**config.mk**
```make
export PLATFORM = sky130hd
export DESIGN_NAME = rfps_path_select
export DESIGN_NICKNAME = d
export VERILOG_FILES = /design/src/rfps_pkg.sv /design/src/rfps_bit_clock.sv /design/src/rfps_guard_timer.sv /design/src/rfps_path_select.sv
export SDC_FILE = /design/constraint.sdc
export NUM_CORES = 1
export LEC_CHECK = 0
export BUFFER_PORTS_ARGS = -buffer_cell sky130_fd_sc_hd__buf_4
export CORE_UTILIZATION = 34
export DETAILED_ROUTE_END_ITERATION = 12
export MAX_ROUTING_LAYER = met4
export SLEW_MARGIN = 20
export SYNTH_ARGS = -nofsm -noshare
export SYNTH_HDL_FRONTEND = slang
export SYNTH_SLANG_ARGS = --single-unit
```
**constraint.sdc**
```tcl
create_clock -name clock_in -period 2.9 [get_ports clock_in]
set_input_delay 0.145 -clock clock_in [delete_from_list [all_inputs] [get_ports clock_in]]
set_output_delay 0.145 -clock clock_in [all_outputs]
set_load 0.005 [all_outputs]
```
**src/rfps_pkg.sv**
```systemverilog
// Package: register map, field positions, reset values and codes of the RF path select block
package rfps_pkg;
  // ----------------------------------------
  // Register offsets
  // ----------------------------------------
  localparam logic [7:0] ADDR_DRV_CTRL = 8'h14;
  localparam logic [7:0] ADDR_TX_MOD = 8'h15;
  localparam logic [7:0] ADDR_TX_SEL = 8'h16;
  localparam logic [7:0] ADDR_RX_SEL = 8'h17;
  // ----------------------------------------
  // Reset values and writable masks
  // ----------------------------------------
  localparam logic [7:0] RST_DRV_CTRL = 8'h80;
  localparam logic [7:0] RST_TX_MOD = 8'h00;
  localparam logic [7:0] RST_TX_SEL = 8'h10;
  localparam logic [7:0] RST_RX_SEL = 8'h84;
  localparam logic [7:0] MASK_DRV_CTRL = 8'hfb;
  localparam logic [7:0] MASK_TX_MOD = 8'h40;
  localparam logic [7:0] MASK_TX_SEL = 8'h3f;
  localparam logic [7:0] MASK_RX_SEL = 8'hff;
  // ----------------------------------------
  // Field positions
  // ----------------------------------------
  localparam int BIT_INV_B_ON = 7;
  localparam int BIT_INV_A_ON = 6;
  localparam int BIT_INV_B_OFF = 5;
  localparam int BIT_INV_A_OFF = 4;
  localparam int BIT_B_CW = 3;
  localparam int BIT_B_EN = 1;
  localparam int BIT_A_EN = 0;
  localparam int BIT_FORCE_ASK = 6;
  localparam int POS_DRV_SRC = 4;
  localparam int POS_AUX_SEL = 0;
  localparam int POS_UART_SEL = 6;
  localparam int POS_GUARD = 0;
  localparam int GUARD_W = 6;
  // ----------------------------------------
  // Selector codes
  // ----------------------------------------
  localparam logic [1:0] DRV_TRISTATE = 2'h0;
  localparam logic [1:0] DRV_ENCODER = 2'h1;
  localparam logic [1:0] DRV_AUX_IN = 2'h2;
  localparam logic [1:0] DRV_HIGH = 2'h3;
  localparam logic [3:0] AUX_TRISTATE = 4'h0;
  localparam logic [3:0] AUX_LOW = 4'h1;
  localparam logic [3:0] AUX_HIGH = 4'h2;
  localparam logic [3:0] AUX_TEST_BUS = 4'h3;
  localparam logic [3:0] AUX_ENVELOPE = 4'h4;
  localparam logic [3:0] AUX_TX_SERIAL = 4'h5;
  localparam logic [3:0] AUX_RX_SERIAL = 4'h7;
  localparam logic [1:0] UART_LOW = 2'h0;
  localparam logic [1:0] UART_AUX_MANCH = 2'h1;
  localparam logic [1:0] UART_ANALOG = 2'h2;
  localparam logic [1:0] UART_AUX_NRZ = 2'h3;
  // ----------------------------------------
  // Clocking: carrier is 13.56 MHz, system clock 50 MHz
  // ----------------------------------------
  localparam int CLK_HZ = 50000000;
  localparam int BIT_RATE_HZ = 106000;
  localparam int BIT_CLK_DIV = CLK_HZ / BIT_RATE_HZ;
  localparam int BIT_DIV_W = 9;
endpackage

```
**src/rfps_bit_clock.sv**
```systemverilog
// Divider that makes the one-cycle bit-clock enable pulse
module rfps_bit_clock #(
  parameter int DIVIDE = rfps_pkg::BIT_CLK_DIV
) (
  input wire logic clock_in,
  input wire logic rst_in,
  input wire logic restart_in,
  output logic tick_out
);
  import rfps_pkg::*;
  // ----------------------------------------
  // Elaboration check
  // ----------------------------------------
  if (DIVIDE < 2 || DIVIDE >= (1 << BIT_DIV_W)) begin : g_bad
    $error("rfps_bit_clock: DIVIDE out of range");
  end
  typedef struct packed {
    logic [BIT_DIV_W-1:0] count; // Cycles into the current bit
    logic tick;                  // Enable pulse
  } rfps_div_s;
  rfps_div_s state;
  rfps_div_s next_state;
  localparam logic [BIT_DIV_W-1:0] LAST = BIT_DIV_W'(DIVIDE - 1);
  // Next count; restart aligns bit phase to the frame end
  always_comb begin
    next_state = state;
    next_state.tick = 1'b0;
    if (restart_in) begin
      next_state.count = '0;
    end else if (state.count == LAST) begin
      next_state.count = '0;
      next_state.tick = 1'b1;
    end else begin
      next_state.count = state.count + 1'b1;
    end
  end
  // State register
  always_ff @(posedge clock_in) begin
    if (rst_in) begin
      state <= '0;
    end else begin
      state <= next_state;
    end
  end
  assign tick_out = state.tick;
endmodule

```
**src/rfps_guard_timer.sv**
```systemverilog
// Receive guard counter: holds the receiver off for a number of bit-clocks
module rfps_guard_timer #(
  parameter int WIDTH = rfps_pkg::GUARD_W
) (
  input wire logic clock_in,
  input wire logic rst_in,
  input wire logic start_in,
  input wire logic [WIDTH-1:0] count_in,
  input wire logic tick_in,
  output logic busy_out
);
  import rfps_pkg::*;
  if (WIDTH < 1 || WIDTH > 16) begin : g_bad
    $error("rfps_guard_timer: WIDTH out of range");
  end
  typedef struct packed {
    logic [WIDTH-1:0] left; // Bit-clocks still to wait
  } rfps_guard_s;
  rfps_guard_s state;
  rfps_guard_s next_state;
  // Load on start, count down on each bit-clock
  always_comb begin
    next_state = state;
    if (start_in) begin
      next_state.left = count_in;
    end else if (tick_in && state.left != '0) begin
      next_state.left = state.left - 1'b1;
    end
  end
  // State register
  always_ff @(posedge clock_in) begin
    if (rst_in) begin
      state <= '0;
    end else begin
      state <= next_state;
    end
  end
  // Busy while any bit-clock remains; zero count means no guard
  assign busy_out = (state.left != '0);
endmodule

```
**src/rfps_path_select.sv**
```systemverilog
// Antenna driver, aux pin and receive path select logic with receive guard delay
//
// Local design decision: strobed register access.
module rfps_path_select #(
  parameter int BIT_DIVIDE = rfps_pkg::BIT_CLK_DIV
) (
  input wire logic clock_in,
  input wire logic rst_in,
  // Register port
  input wire logic [7:0] reg_addr_in,
  input wire logic [7:0] reg_wdata_in,
  input wire logic reg_write_in,
  input wire logic reg_read_in,
  output logic [7:0] reg_rdata_out,
  // Carrier and modulation sources
  input wire logic carrier_in,
  input wire logic envelope_in,
  input wire logic tx_serial_in,
  input wire logic rx_serial_in,
  input wire logic [7:0] test_bus_in,
  input wire logic [2:0] test_bus_bit_pick_in,
  input wire logic soft_power_down_in,
  // Aux modulation pins
  input wire logic aux_mod_in_pin_in,
  output logic aux_mod_out_pin_out,
  output logic aux_mod_out_pin_oe_out,
  // Antenna drivers
  output logic antenna_driver_a_pin_out,
  output logic antenna_driver_a_pin_oe_out,
  output logic antenna_driver_b_pin_out,
  output logic antenna_driver_b_pin_oe_out,
  output logic force_full_ask_out,
  // Receive path
  input wire logic analog_rx_in,
  input wire logic tx_done_in,
  input wire logic cmd_is_receive_in,
  input wire logic field_on_in,
  output logic cl_uart_data_out,
  output logic rx_enable_out
);
  import rfps_pkg::*;

  // ----------------------------------------
  // State
  // ----------------------------------------
  typedef struct packed {
    logic [7:0] antenna_driver_control; // Inversion, CW and enables
    logic [7:0] tx_modulation_control;  // Force full ASK
    logic [7:0] tx_source_select;       // Driver source and aux out select
    logic [7:0] rx_source_and_guard;    // UART select and guard count
    logic [7:0] rdata;                  // Read data, valid one cycle after strobe
    logic drv_a;                        // Registered driver A level
    logic drv_a_oe;                     // Driver A enable
    logic drv_b;                        // Registered driver B level
    logic drv_b_oe;                     // Driver B enable
    logic aux_out;                      // Aux out level
    logic aux_oe;                       // Aux out enable
    logic uart_data;                    // Contactless UART input
    logic field_prev;                   // Field level last cycle
  } rfps_state_s;
  rfps_state_s state;
  rfps_state_s next_state;

  // ----------------------------------------
  // Field decode
  // ----------------------------------------
  logic inv_b_on;
  logic inv_a_on;
  logic inv_b_off;
  logic inv_a_off;
  logic b_cw;
  logic b_en;
  logic a_en;
  logic [1:0] driver_source_select;
  logic [3:0] aux_out_select;
  logic [1:0] cl_uart_input_select;
  logic [GUARD_W-1:0] receive_guard_count;
  assign inv_b_on = state.antenna_driver_control[BIT_INV_B_ON];
  assign inv_a_on = state.antenna_driver_control[BIT_INV_A_ON];
  assign inv_b_off = state.antenna_driver_control[BIT_INV_B_OFF];
  assign inv_a_off = state.antenna_driver_control[BIT_INV_A_OFF];
  assign b_cw = state.antenna_driver_control[BIT_B_CW];
  assign b_en = state.antenna_driver_control[BIT_B_EN];
  assign a_en = state.antenna_driver_control[BIT_A_EN];
  assign driver_source_select = state.tx_source_select[POS_DRV_SRC +: 2];
  assign aux_out_select = state.tx_source_select[POS_AUX_SEL +: 4];
  assign cl_uart_input_select = state.rx_source_and_guard[POS_UART_SEL +: 2];
  assign receive_guard_count = state.rx_source_and_guard[POS_GUARD +: GUARD_W];

  // ----------------------------------------
  // Guard timer and bit clock
  // ----------------------------------------
  logic bit_tick;
  logic guard_busy;
  logic field_rise;
  logic guard_start;
  // Field switch-on starts the counter too
  assign field_rise = field_on_in && !state.field_prev;
  // Plain receive command does not arm the guard
  assign guard_start = (tx_done_in && !cmd_is_receive_in) || field_rise;

  rfps_bit_clock #(
    .DIVIDE(BIT_DIVIDE)
  ) u_bit_clock (
    .clock_in(clock_in),
    .rst_in(rst_in),
    .restart_in(guard_start),
    .tick_out(bit_tick)
  );

  rfps_guard_timer #(
    .WIDTH(GUARD_W)
  ) u_guard (
    .clock_in(clock_in),
    .rst_in(rst_in),
    .start_in(guard_start),
    .count_in(receive_guard_count),
    .tick_in(bit_tick),
    .busy_out(guard_busy)
  );

  // ----------------------------------------
  // Next state
  // ----------------------------------------
  // One combinational pass over registers, drivers and muxes
  always_comb begin
    logic mod_src;
    logic a_lvl;
    logic b_lvl;
    mod_src = 1'b0;
    a_lvl = 1'b0;
    b_lvl = 1'b0;
    next_state = state;
    next_state.field_prev = field_on_in;
    // Register writes; reserved bits masked off, so they read zero
    if (reg_write_in) begin
      case (reg_addr_in)
        ADDR_DRV_CTRL: next_state.antenna_driver_control = reg_wdata_in & MASK_DRV_CTRL;
        ADDR_TX_MOD: next_state.tx_modulation_control = reg_wdata_in & MASK_TX_MOD;
        ADDR_TX_SEL: next_state.tx_source_select = reg_wdata_in & MASK_TX_SEL;
        ADDR_RX_SEL: next_state.rx_source_and_guard = reg_wdata_in & MASK_RX_SEL;
        default: begin
          // Unmapped writes are dropped
        end
      endcase
    end
    // Read data, zero for unmapped addresses
    next_state.rdata = 8'h00;
    if (reg_read_in) begin
      case (reg_addr_in)
        ADDR_DRV_CTRL: next_state.rdata = state.antenna_driver_control;
        ADDR_TX_MOD: next_state.rdata = state.tx_modulation_control;
        ADDR_TX_SEL: next_state.rdata = state.tx_source_select;
        ADDR_RX_SEL: next_state.rdata = state.rx_source_and_guard;
        default: next_state.rdata = 8'h00;
      endcase
    end
    // Modulation source; high envelope means carrier passes
    case (driver_source_select)
      DRV_ENCODER: mod_src = envelope_in;
      DRV_AUX_IN: mod_src = aux_mod_in_pin_in;
      DRV_HIGH: mod_src = 1'b1;
      default: mod_src = 1'b0;
    endcase
    // Driver A: carrier gated by source when enabled, steady at the inv_a_off level when off
    if (a_en) begin
      a_lvl = (carrier_in & mod_src) ^ inv_a_on;
    end else begin
      a_lvl = inv_a_off;
    end
    // Driver B: continuous wave bypasses modulation
    if (b_en) begin
      if (b_cw) begin
        b_lvl = carrier_in ^ inv_b_on;
      end else begin
        b_lvl = (carrier_in & mod_src) ^ inv_b_on;
      end
    end else begin
      b_lvl = inv_b_off;
    end
    next_state.drv_a = a_lvl;
    next_state.drv_b = b_lvl;
    // Code 00 tri-states; in power-down only code 00 does, else drivers hold
    next_state.drv_a_oe = (driver_source_select != DRV_TRISTATE);
    next_state.drv_b_oe = (driver_source_select != DRV_TRISTATE);
    // Aux output select; reserved codes tri-state the pin
    next_state.aux_oe = 1'b1;
    next_state.aux_out = 1'b0;
    case (aux_out_select)
      AUX_TRISTATE: next_state.aux_oe = 1'b0;
      AUX_LOW: next_state.aux_out = 1'b0;
      AUX_HIGH: next_state.aux_out = 1'b1;
      AUX_TEST_BUS: next_state.aux_out = test_bus_in[test_bus_bit_pick_in];
      AUX_ENVELOPE: next_state.aux_out = envelope_in;
      AUX_TX_SERIAL: next_state.aux_out = tx_serial_in;
      AUX_RX_SERIAL: next_state.aux_out = rx_serial_in;
      default: next_state.aux_oe = 1'b0;
    endcase
    // UART input; speed check on NRZ is left to software
    case (cl_uart_input_select)
      UART_LOW: next_state.uart_data = 1'b0;
      UART_AUX_MANCH: next_state.uart_data = aux_mod_in_pin_in;
      UART_ANALOG: next_state.uart_data = analog_rx_in;
      UART_AUX_NRZ: next_state.uart_data = aux_mod_in_pin_in;
      default: next_state.uart_data = 1'b0;
    endcase
    // Receiver input is blanked while the guard runs
    if (guard_busy || guard_start) begin
      next_state.uart_data = 1'b0;
    end
  end

  // ----------------------------------------
  // State register
  // ----------------------------------------
  always_ff @(posedge clock_in) begin
    if (rst_in) begin
      state <= '0;
      state.antenna_driver_control <= RST_DRV_CTRL;
      state.tx_modulation_control <= RST_TX_MOD;
      state.tx_source_select <= RST_TX_SEL;
      state.rx_source_and_guard <= RST_RX_SEL;
    end else begin
      state <= next_state;
    end
  end

  // ----------------------------------------
  // Outputs
  // ----------------------------------------
  assign reg_rdata_out = state.rdata;
  assign antenna_driver_a_pin_out = state.drv_a;
  assign antenna_driver_a_pin_oe_out = state.drv_a_oe;
  assign antenna_driver_b_pin_out = state.drv_b;
  assign antenna_driver_b_pin_oe_out = state.drv_b_oe;
  // Full ASK overrides the conductance setting in the analog stage
  assign force_full_ask_out = state.tx_modulation_control[BIT_FORCE_ASK];
  assign aux_mod_out_pin_out = state.aux_out;
  assign aux_mod_out_pin_oe_out = state.aux_oe;
  assign cl_uart_data_out = state.uart_data;
  // Receiver held off for the guard interval
  assign rx_enable_out = !guard_busy;
  // Power-down input is informative only; tri-state follows the source code
  logic unused_pd;
  assign unused_pd = soft_power_down_in;
endmodule

```
## After elaboration in Yosys (flattened, before gate mapping)

Cells that the tools add are included.

| storage, ports and cells | value |
|---|---|
| register bits after elaboration | 53 |
| bits of input ports | 41 |

| operators by class | value |
|---|---|
| add/sub/neg operators | 2 |
| magnitude comparators | 1 |
| eq/ne operators | 17 |
| multiplexer cells | 13 |
| bitwise operators | 5 |
| reduce and logical (&&, ||, !) cells | 22 |

Operator list:

| cell | count |
|---|---|
| $eq A8 B5 Y1 const B | 4 |
| $pmux W8 S4 | 1 |
| $eq A4 B3 Y1 const B | 3 |
| $mux W6 | 2 |
| $add A9 B1 Y9 const B | 1 |
| $eq A9 B9 Y1 const B | 1 |
| $eq A2 B2 Y1 const B | 4 |
| $eq A4 B2 Y1 const B | 2 |
| $reduce_and A2 Y1 | 4 |
| $reduce_or A2 Y1 | 4 |
| $mux W1 | 6 |
| $pmux W1 S3 | 2 |
| $reduce_bool A6 Y1 | 1 |
| $reduce_or A6 Y1 | 1 |
| $sub A6 B1 Y6 const B | 1 |
| $pmux W1 S5 | 1 |
| $eq A2 B1 Y1 const B | 2 |
| $eq A4 B1 Y1 const B | 1 |
| $lt A3 B4 Y1 const B | 1 |
| $reduce_bool A2 Y1 | 2 |
| $bmux W1 S3 | 1 |
| $logic_and A1 B1 Y1 | 3 |
| $logic_not A1 Y1 | 3 |
| $reduce_or A3 Y1 | 1 |
| 5 further kinds | 8 |

## Longest topological paths before layout

Gate-level depths: netlist of run 1.

| depth | value |
|---|---|
| depth in word-level cells | 6 |
| depth in mapped cells | 7 |

## Cells and area by module

From an unflattened synthesis of run 1, not the netlist that was laid out.

| unflattened totals | value |
|---|---|
| cell total of the unflattened synthesis | 270 |
| area, all modules | 2496.1 um^2 |

Modules (own cells, without submodules):

| module | instances | cells an instance | area an instance (um^2) | sequential area each (um^2) |
|---|---|---|---|---|
| rfps_path_select | 1 | 175 | 1651.6 | 740.7 |
| rfps_bit_clock | 1 | 47 | 447.9 | 200.2 |
| rfps_guard_timer | 1 | 48 | 396.6 | 120.1 |

## Worst setup path before layout of run 1

Ideal clock, no wire load.

| timing path | value |
|---|---|
| path type | flip-flop to flip-flop |
| start point | register u_guard.state[0] in the netlist's numbering |
| end point | register u_guard.state[3] in the netlist's numbering |
| library setup time | 0.091 ns |
| data arrival time | 1.482 ns |
| required time | 2.809 ns |
| setup slack | 1.327 ns |
| cell stages (with the launch flop) | 8 |
| buffers on the path | 0 |
| path through | dfxtp_1 > inv_1 > ha_1 > nand2b_1 > or2_4 > inv_2 > or3_1 > a311oi_1 |

| on the way | value |
|---|---|
| cells in the longest elaborated chain, start to end | 3 |
| elaborated cells on any way between the ends | 6 |
| classes of those cells | 1 x add/sub; 2 x mux; 3 x reduce/logical |

Ends and longest elaborated chain:

| element | RTL line | text |
|---|---|---|
| from (decl) | rfps_guard_timer.sv:19 | `rfps_guard_s state;` |
| from (signal assigned) | rfps_guard_timer.sv:35 | `state <= next_state;` |
| $sub A6 B1 Y6 / $reduce_bool A6 Y1 (equally long branches) | rfps_guard_timer.sv:27, rfps_guard_timer.sv:26 |  |
| $mux W6 / $logic_and A1 B1 Y1 (equally long branches) | rfps_guard_timer.sv:26 | `end else if (tick_in && state.left != '0) begin` |
| $mux W6 / $reduce_bool A2 Y1 (equally long branches) | - |  |

Several ways; a longest one is shown, not always the timed one. The select of a mux whose other input is x is not followed.
A chain may end at the register's enable or synchronous reset.

## Final worst setup path of run 1

Ends and elaborated chain as after synthesis.

==> impl_results.md, run 1 <==
- Status: finished clean
- PwrDens: 441 mW/mm²
- Number of flops mapped to enable cells by yosys: 0
- Row count: 30
- # Post-CTS Setup Buffers: 0
- Sw Share: 0.238
- CP Capture Type: register
- Post-DP HPWL: 3.78 mm
- Commonest non-fill, non-tap cell in the layout: nor2_1
- Die ar.: 0.00754 mm²
- Dpl ws: 1220 ps
- Critical path startpoint category: register
- Power share of the sequential group: 0.567
- Commonest cells after routing, fill and taps aside: nor2_1, buf_4, dfxtp_1
- Top Usage Layer GRT: met2
- DR vias: 1890
- M2 GR Usage: 0.216
- Ant. Diodes: 0
- DRC: 0
- Power Internal: 1.00 mW
- Sw Pwr: 313 µW
- Mapped Area: 0.00245 mm²
- DR iter-0 viols: 84
- Boundary Pins: 58
- Clock sink count: 53
- Worst setup margin: 1200 ps
- Initial antenna violation count: 0
- Fin crit period: 1700 ps
- Die Span Y: 86.8 µm
- Seq cells post-synth: 53
- Asr flop ratio synth: 0
- Number of global-route vias before repair: 1746
- CP Class: register to register
- Relative slew slack: 0.705
- Fin. Hold Viols: 0
- Worst-Skew Late Latency: 310 ps
- Post-synthesis area per instance: 9.34 µm²
- Port Buffers: 56
- Leak Pwr: 1.32 nW
- Met1 usage: 0.204
- Share of total power in the clock network: 0.324
- Combinational share of power: 0.109
- Max Freq: 589 MHz
- Reg2reg start: u_guard.state[0]
- WL per Instance: 12.6 µm
- Clk buf depth: 2
- Max VDD drop: 0.221 mV
- CTS root buf: clkbuf_8
- CTS tree: built
- Seq/Total Area, Yosys: 0.434
- Critical Path Max Stage Delay: 400 ps
- Reg clk slew, reported paths: 90 ps
- DRT antenna net count: 0
- Post-synth top flop: dfxtp_1
- Final Cell Area: 0.00298 mm²
- Cts hold-fix bufs: 0
- Drt pass-1 iters: 4
- Grt ovf: 0
- Clock Skews: 9.46 ps
- Vias per Instance: 4.68
- Max-Cap Viols: 0
- Critical Path AT: 1910 ps
- Placer Congestion: 0.746
- Final count of negative-setup-slack endpoints: 0
- CTS buffer count: 5
- First-pass GRT wire length: 8.38 mm
- CP max FO: 3
- Setup TNS: 0 ps
- Starting Density: 0.356
- Pins Over Slew Limit: 0
- DRT Wirelength: 5.09 mm
- Total GRT Usage: 0.149
- Synth unique cells: 44
- Fin crit share: 0.585
- Slew @ Worst Pin: 442 ps
- Synthesis-to-layout area growth: 21.9%
- Largest net degree at the start of global routing: 43
- Synthesized Nets: 307
- Layout cells sized above 1: 0.263
- Core area: 0.00687 mm²
- DP Area: 0.00289 mm²
- # H-tree levels: 2
- Met3 Use GR: 0.0343
- YS warnings: 0
- Overall power: 1.31 mW
- RSZ-0062 raised after global routing: no
- Final #Nets: 353
- Die Width: 86.8 µm
- CP max stage cell: dfxtp_1
- Post-Syn Instances: 262
- Post-CTS Resized: 0
- Worst Hold Class: input port to register
- Hold Crit Start: field_on_in
- Critical path launch point: u_guard.state[0]
- Cell Chain, Critical Path: inv_1 > ha_1 > nand2b_1 > or2_4 > inv_2 > or3_1 > a311oi_1
- Required time of the critical path: 3110 ps
## power by group through the flow
stage	Sequential [mW]	Combinational (mW)	Clock, mW
5_1_grt	0.748	0.157	0.467
3_5_place_dp	0.763	0.144	0
2_1_floorplan	0.761	0.0761	0
6_report	0.746	0.143	0.426
3_3_place_gp	0.762	0.143	0
4_1_cts	0.746	0.145	0.443
## area by class of cell
type | instances | area [µm²]
timing repair buffer | 57 | 428
tap | 96 | 120
sequential | 53 | 1060
inverter | 8 | 30.0
clock inverter | 1 | 7.51
multi-input combinational | 183 | 1250
fill | 702 | 3890
clock buffer | 6 | 82.6
## flip-flops by register name (all words and copies together) (netlist names), 2 cells and up
name,flops
u_bit_clock.state,9
reg_rdata_out,8
receive_guard_count,6
u_guard.state,6
aux_out_select,4
cl_uart_input_select,2
driver_source_select,2
## logic make-up after synthesis
| logic type | Yosys count | share of synthesized area |
|---|---|---|
| simple gates | 107 | 0.230 |
| flops | 53 | 0.434 |
| mux | 31 | 0.139 |
| compound gates | 30 | 0.0834 |
| buf+inv | 26 | 0.0542 |
| xor+xnor | 11 | 0.0394 |
| fa+ha+maj | 4 | 0.0205 |
## Yosys cell counts, types with 3 or more instances
master / number / area, µm²
xor2_1: 5 / 43.8
nand2_1: 7 / 26.3
a211oi_1: 5 / 37.5
dfxtp_1: 53 / 1060
clkbuf_1: 8 / 30.0
nor2_1: 62 / 233
mux2_2: 3 / 33.8
buf_4: 9 / 67.6
a21oi_1: 11 / 55.1
inv_1: 7 / 26.3
nand4_2: 3 / 37.5
a22oi_1: 3 / 22.5
mux2i_1: 26 / 260
nor3_1: 8 / 40.0
ha_1: 4 / 50.1
nor2b_1: 4 / 25.0
xnor2_1: 6 / 52.6
nand3_1: 4 / 20.0
## stage by stage
| step | hold WS (ps) | std cells | util |
|---|---|---|---|
| after detailed placement | 390 | 397 | 0.421 |
| after CTS | 51.4 | 404 | 0.434 |
| final | 62.2 | 404 | 0.434 |
| after floorplan | 273 | 262 | - |
| after global placement | 368 | 397 | 0.421 |
| after global routing | 55.8 | 404 | 0.434 |
## final timing paths
check | to | slack (ps) | depth (start not counted)
setup / recovery | u_guard.state[3] | 1200 | 7
setup reg to reg | u_guard.state[3] | 1200 | 7
hold reg to reg | u_bit_clock.state[1] | 470 | 1
hold / removal | state[0] | 60 | 2
## layer usage
layer | share of wire | up-vias
met3 | 0.046 | 6
met4 | 0.012 | 0
met2 | 0.43 | 49
li1 | - | 982
met5 | 0 | -
met1 | 0.51 | 853
## critical path: cells and delay by family (launching register included)
family                     cells  cell delay, ps
and+or+nand+nor                3             600
adders and majority gates      1             220
DFF                            1             400
buffers and inverters          2             140
AOI/OAI and AO/OA              1             250
Power figures use the tool's default switching activity.
==> inputs of run 2 (changes only) <==
--- a/config.mk
+++ b/config.mk
@@ -5,6 +5,7 @@
 export SDC_FILE = /design/constraint.sdc
 export NUM_CORES = 1
 export LEC_CHECK = 0
+export ABC_AREA = 1
 export BUFFER_PORTS_ARGS = -buffer_cell sky130_fd_sc_hd__buf_4
 export CORE_UTILIZATION = 34
 export DETAILED_ROUTE_END_ITERATION = 12
==> constraint.sdc (replaced) <==
create_clock -name clock_in -period 1.65 [get_ports clock_in]
set_input_delay 0.0825 -clock clock_in [delete_from_list [all_inputs] [get_ports clock_in]]
set_output_delay 0.0825 -clock clock_in [all_outputs]
set_load 0.005 [all_outputs]
==> run 2 against run 1 <==
Compared with the run above: sequential power up 76%; final area up 6.3%; register-to-register slack worse by 940 ps; clock-buffer cell count unchanged; die area up 4.5%; clock power up 69%; critical endpoint is now rx_enable_out; largest power group unchanged; highest routed layer unchanged.
==> impl_results.md, run 2 <==
- Sw Share: 0.256
- Post-Syn Instances: 358
- Synth top area cells: dfxtp_1, nand3_1, nand2_1, inv_1, a21oi_1
- Initial antenna violation count: 0
- Row count: 31
- Post-synthesis area per instance: 7.15 µm²
- Synth unique cells: 26
- Fin crit period: 1500 ps
- Port Buffers: 56
- Most common library cells after synthesis: nand2_1, dfxtp_1, nand3_1
- Max VDD drop: 0.263 mV
- Synthesis-to-layout area growth: 23.9%
- Top-count cell post-synth: nand2_1
- Final count of negative-setup-slack endpoints: 0
- Worst-Skew Late Latency: 300 ps
- Commonest cells after routing, fill and taps aside: nand2_1, buf_4, dfxtp_1
- Cell taking the most area after synthesis: dfxtp_1
- Slew @ Worst Pin: 435 ps
- Core area: 0.00725 mm²
- RSZ-0062 raised after global routing: no
- Fin. Hold Viols: 0
- Number of global-route vias before repair: 2206
- Power share of the sequential group: 0.559
- Die ar.: 0.00788 mm²
- # H-tree levels: 2
- Max-Cap Viols: 0
- YS warnings: 0
- Pins Over Slew Limit: 0
- DR vias: 2373
- Mapped Area: 0.00256 mm²
- Fin crit share: 0.909
- Post-synth top area share: 0.415
- Max Freq: 667 MHz
- Required time of the critical path: 1570 ps
- Grt ovf: 0
- Ant. Diodes: 0
- Seq cells post-synth: 53
- First-pass GRT wire length: 9.83 mm
- Die Span Y: 88.8 µm
- CTS root buf: clkbuf_8
- DP Area: 0.00305 mm²
- Max FFs per register: 9
- Leak Pwr: 1.43 nW
- Worst Hold Class: input port to register
- Fillers: 771
- Die Width: 88.8 µm
- Commonest non-fill, non-tap cell in the layout: nand2_1
- Final #Nets: 457
- CP Capture Type: primary output
- CTS buffer count: 5
- Relative slew slack: 0.709
- Placer Congestion: 0.861
- Layout cells sized above 1: 0.194
- Clock Skews: 6.47 ps
- Reg clk slew, reported paths: 90 ps
- CP max FO: 5
- DRT antenna net count: 0
- Vias per Instance: 4.63
- Critical path startpoint category: register
- Clk buf depth: 2
- Setup TNS: 0 ps
- Starting Density: 0.353
- Critical Path AT: 1420 ps
- Largest net degree at the start of global routing: 20
- Dpl ws: 154 ps
- WL per Instance: 11.6 µm
- Drt pass-1 iters: 4
- Clock sink count: 53
- DRT Wirelength: 5.92 mm
- Biggest register: u_bit_clock.state
- PwrDens: 739 mW/mm²
- Boundary Pins: 58
- DR iter-0 viols: 112
- Sw Pwr: 599 µW
- CP Class: register to primary output
- Total GRT Usage: 0.166
- Post-DP HPWL: 4.59 mm
- Synthesized Nets: 403
- Power Internal: 1.74 mW
- DRC: 0
- Worst setup margin: 150 ps
- Number of flops mapped to enable cells by yosys: 0
- Post-CTS Resized: 0
- CTS tree: built
- Post-synth top flop: dfxtp_1
- Seq/Total Area, Yosys: 0.415
- Final Cell Area: 0.00317 mm²
- Status: finished clean
- # Post-CTS Setup Buffers: 0
- Asr flop ratio synth: 0
- Share of total power in the clock network: 0.307
- Combinational share of power: 0.133
## run 2: critical path, cell delays in order (launching register included)
cell     delay, ps
dfxtp_1        390
inv_1           90
ha_1           200
nand4_1        120
buf_4          150
inv_1           50
buf_4          120
## run 2: logic make-up after synthesis
family / count (synthesis) / synth area share
buffers and inverters: 72 / 0.125
AOI/OAI and AO/OA: 59 / 0.119
adders and majority gates: 4 / 0.0196
xor gates and xnor gates: 7 / 0.0240
and+or+nand+nor: 163 / 0.298
DFF: 53 / 0.415
## run 2: final cells by class
| type | instances | area, µm² | area share |
|---|---|---|---|
| inverter | 53 | 199 | 0.0627 |
| multi-input combinational | 233 | 1180 | 0.373 |
| tap | 99 | 124 | 0.0391 |
| timing repair buffer | 66 | 515 | 0.163 |
| clock inverter | 2 | 15.0 | 0.00474 |
| clock buffer | 6 | 72.6 | 0.0229 |
| sequential | 53 | 1060 | 0.335 |
## run 2: layer usage
metal  up-vias  global-route usage  routed length, µm
met5         -                   -                  0
met4         0              0.0587                 92
met3         9              0.0308                181
met2        44               0.273               2810
met1      1066               0.203               2840
li1       1254                   -                  -
## run 2: path summary, 6_finish.rpt
kind                         from                endpoint  slack, ps  cells after the start
min               reg_wdata_in[1]  receive_guard_count[1]         60                      3
max              u_guard.state[0]           rx_enable_out        150                      6
min reg2reg  u_bit_clock.state[1]    u_bit_clock.state[1]        470                      1
max reg2reg      u_guard.state[0]        u_guard.state[4]        260                      8
## run 2: what timing repair did
item                                    CTS  global route
hold buffers                              3             0
endpoints found under the setup margin    0             0
endpoints found under the hold margin     3             0
## run 2: power groups by stage
| stage | Sequential (mW) | Clock, mW | Combinational [mW] |
|---|---|---|---|
| 6_report | 1.31 | 0.720 | 0.312 |
| 5_1_grt | 1.31 | 0.810 | 0.352 |
| 4_1_cts | 1.31 | 0.758 | 0.314 |
| 3_5_place_dp | 1.34 | 0 | 0.307 |
| 3_3_place_gp | 1.34 | 0 | 0.303 |
| 2_1_floorplan | 1.34 | 0 | 0.156 |
## run 2: metrics by stage
stage	cells	utilization	total power [mW]	hold WS (ps)
global placement	501	0.421	1.64	297
CTS	512	0.437	2.38	47.7
detailed placement	501	0.421	1.65	304
global route	512	0.437	2.48	55.7
finish	512	0.437	2.34	60.3
floorplan	358	-	1.49	189
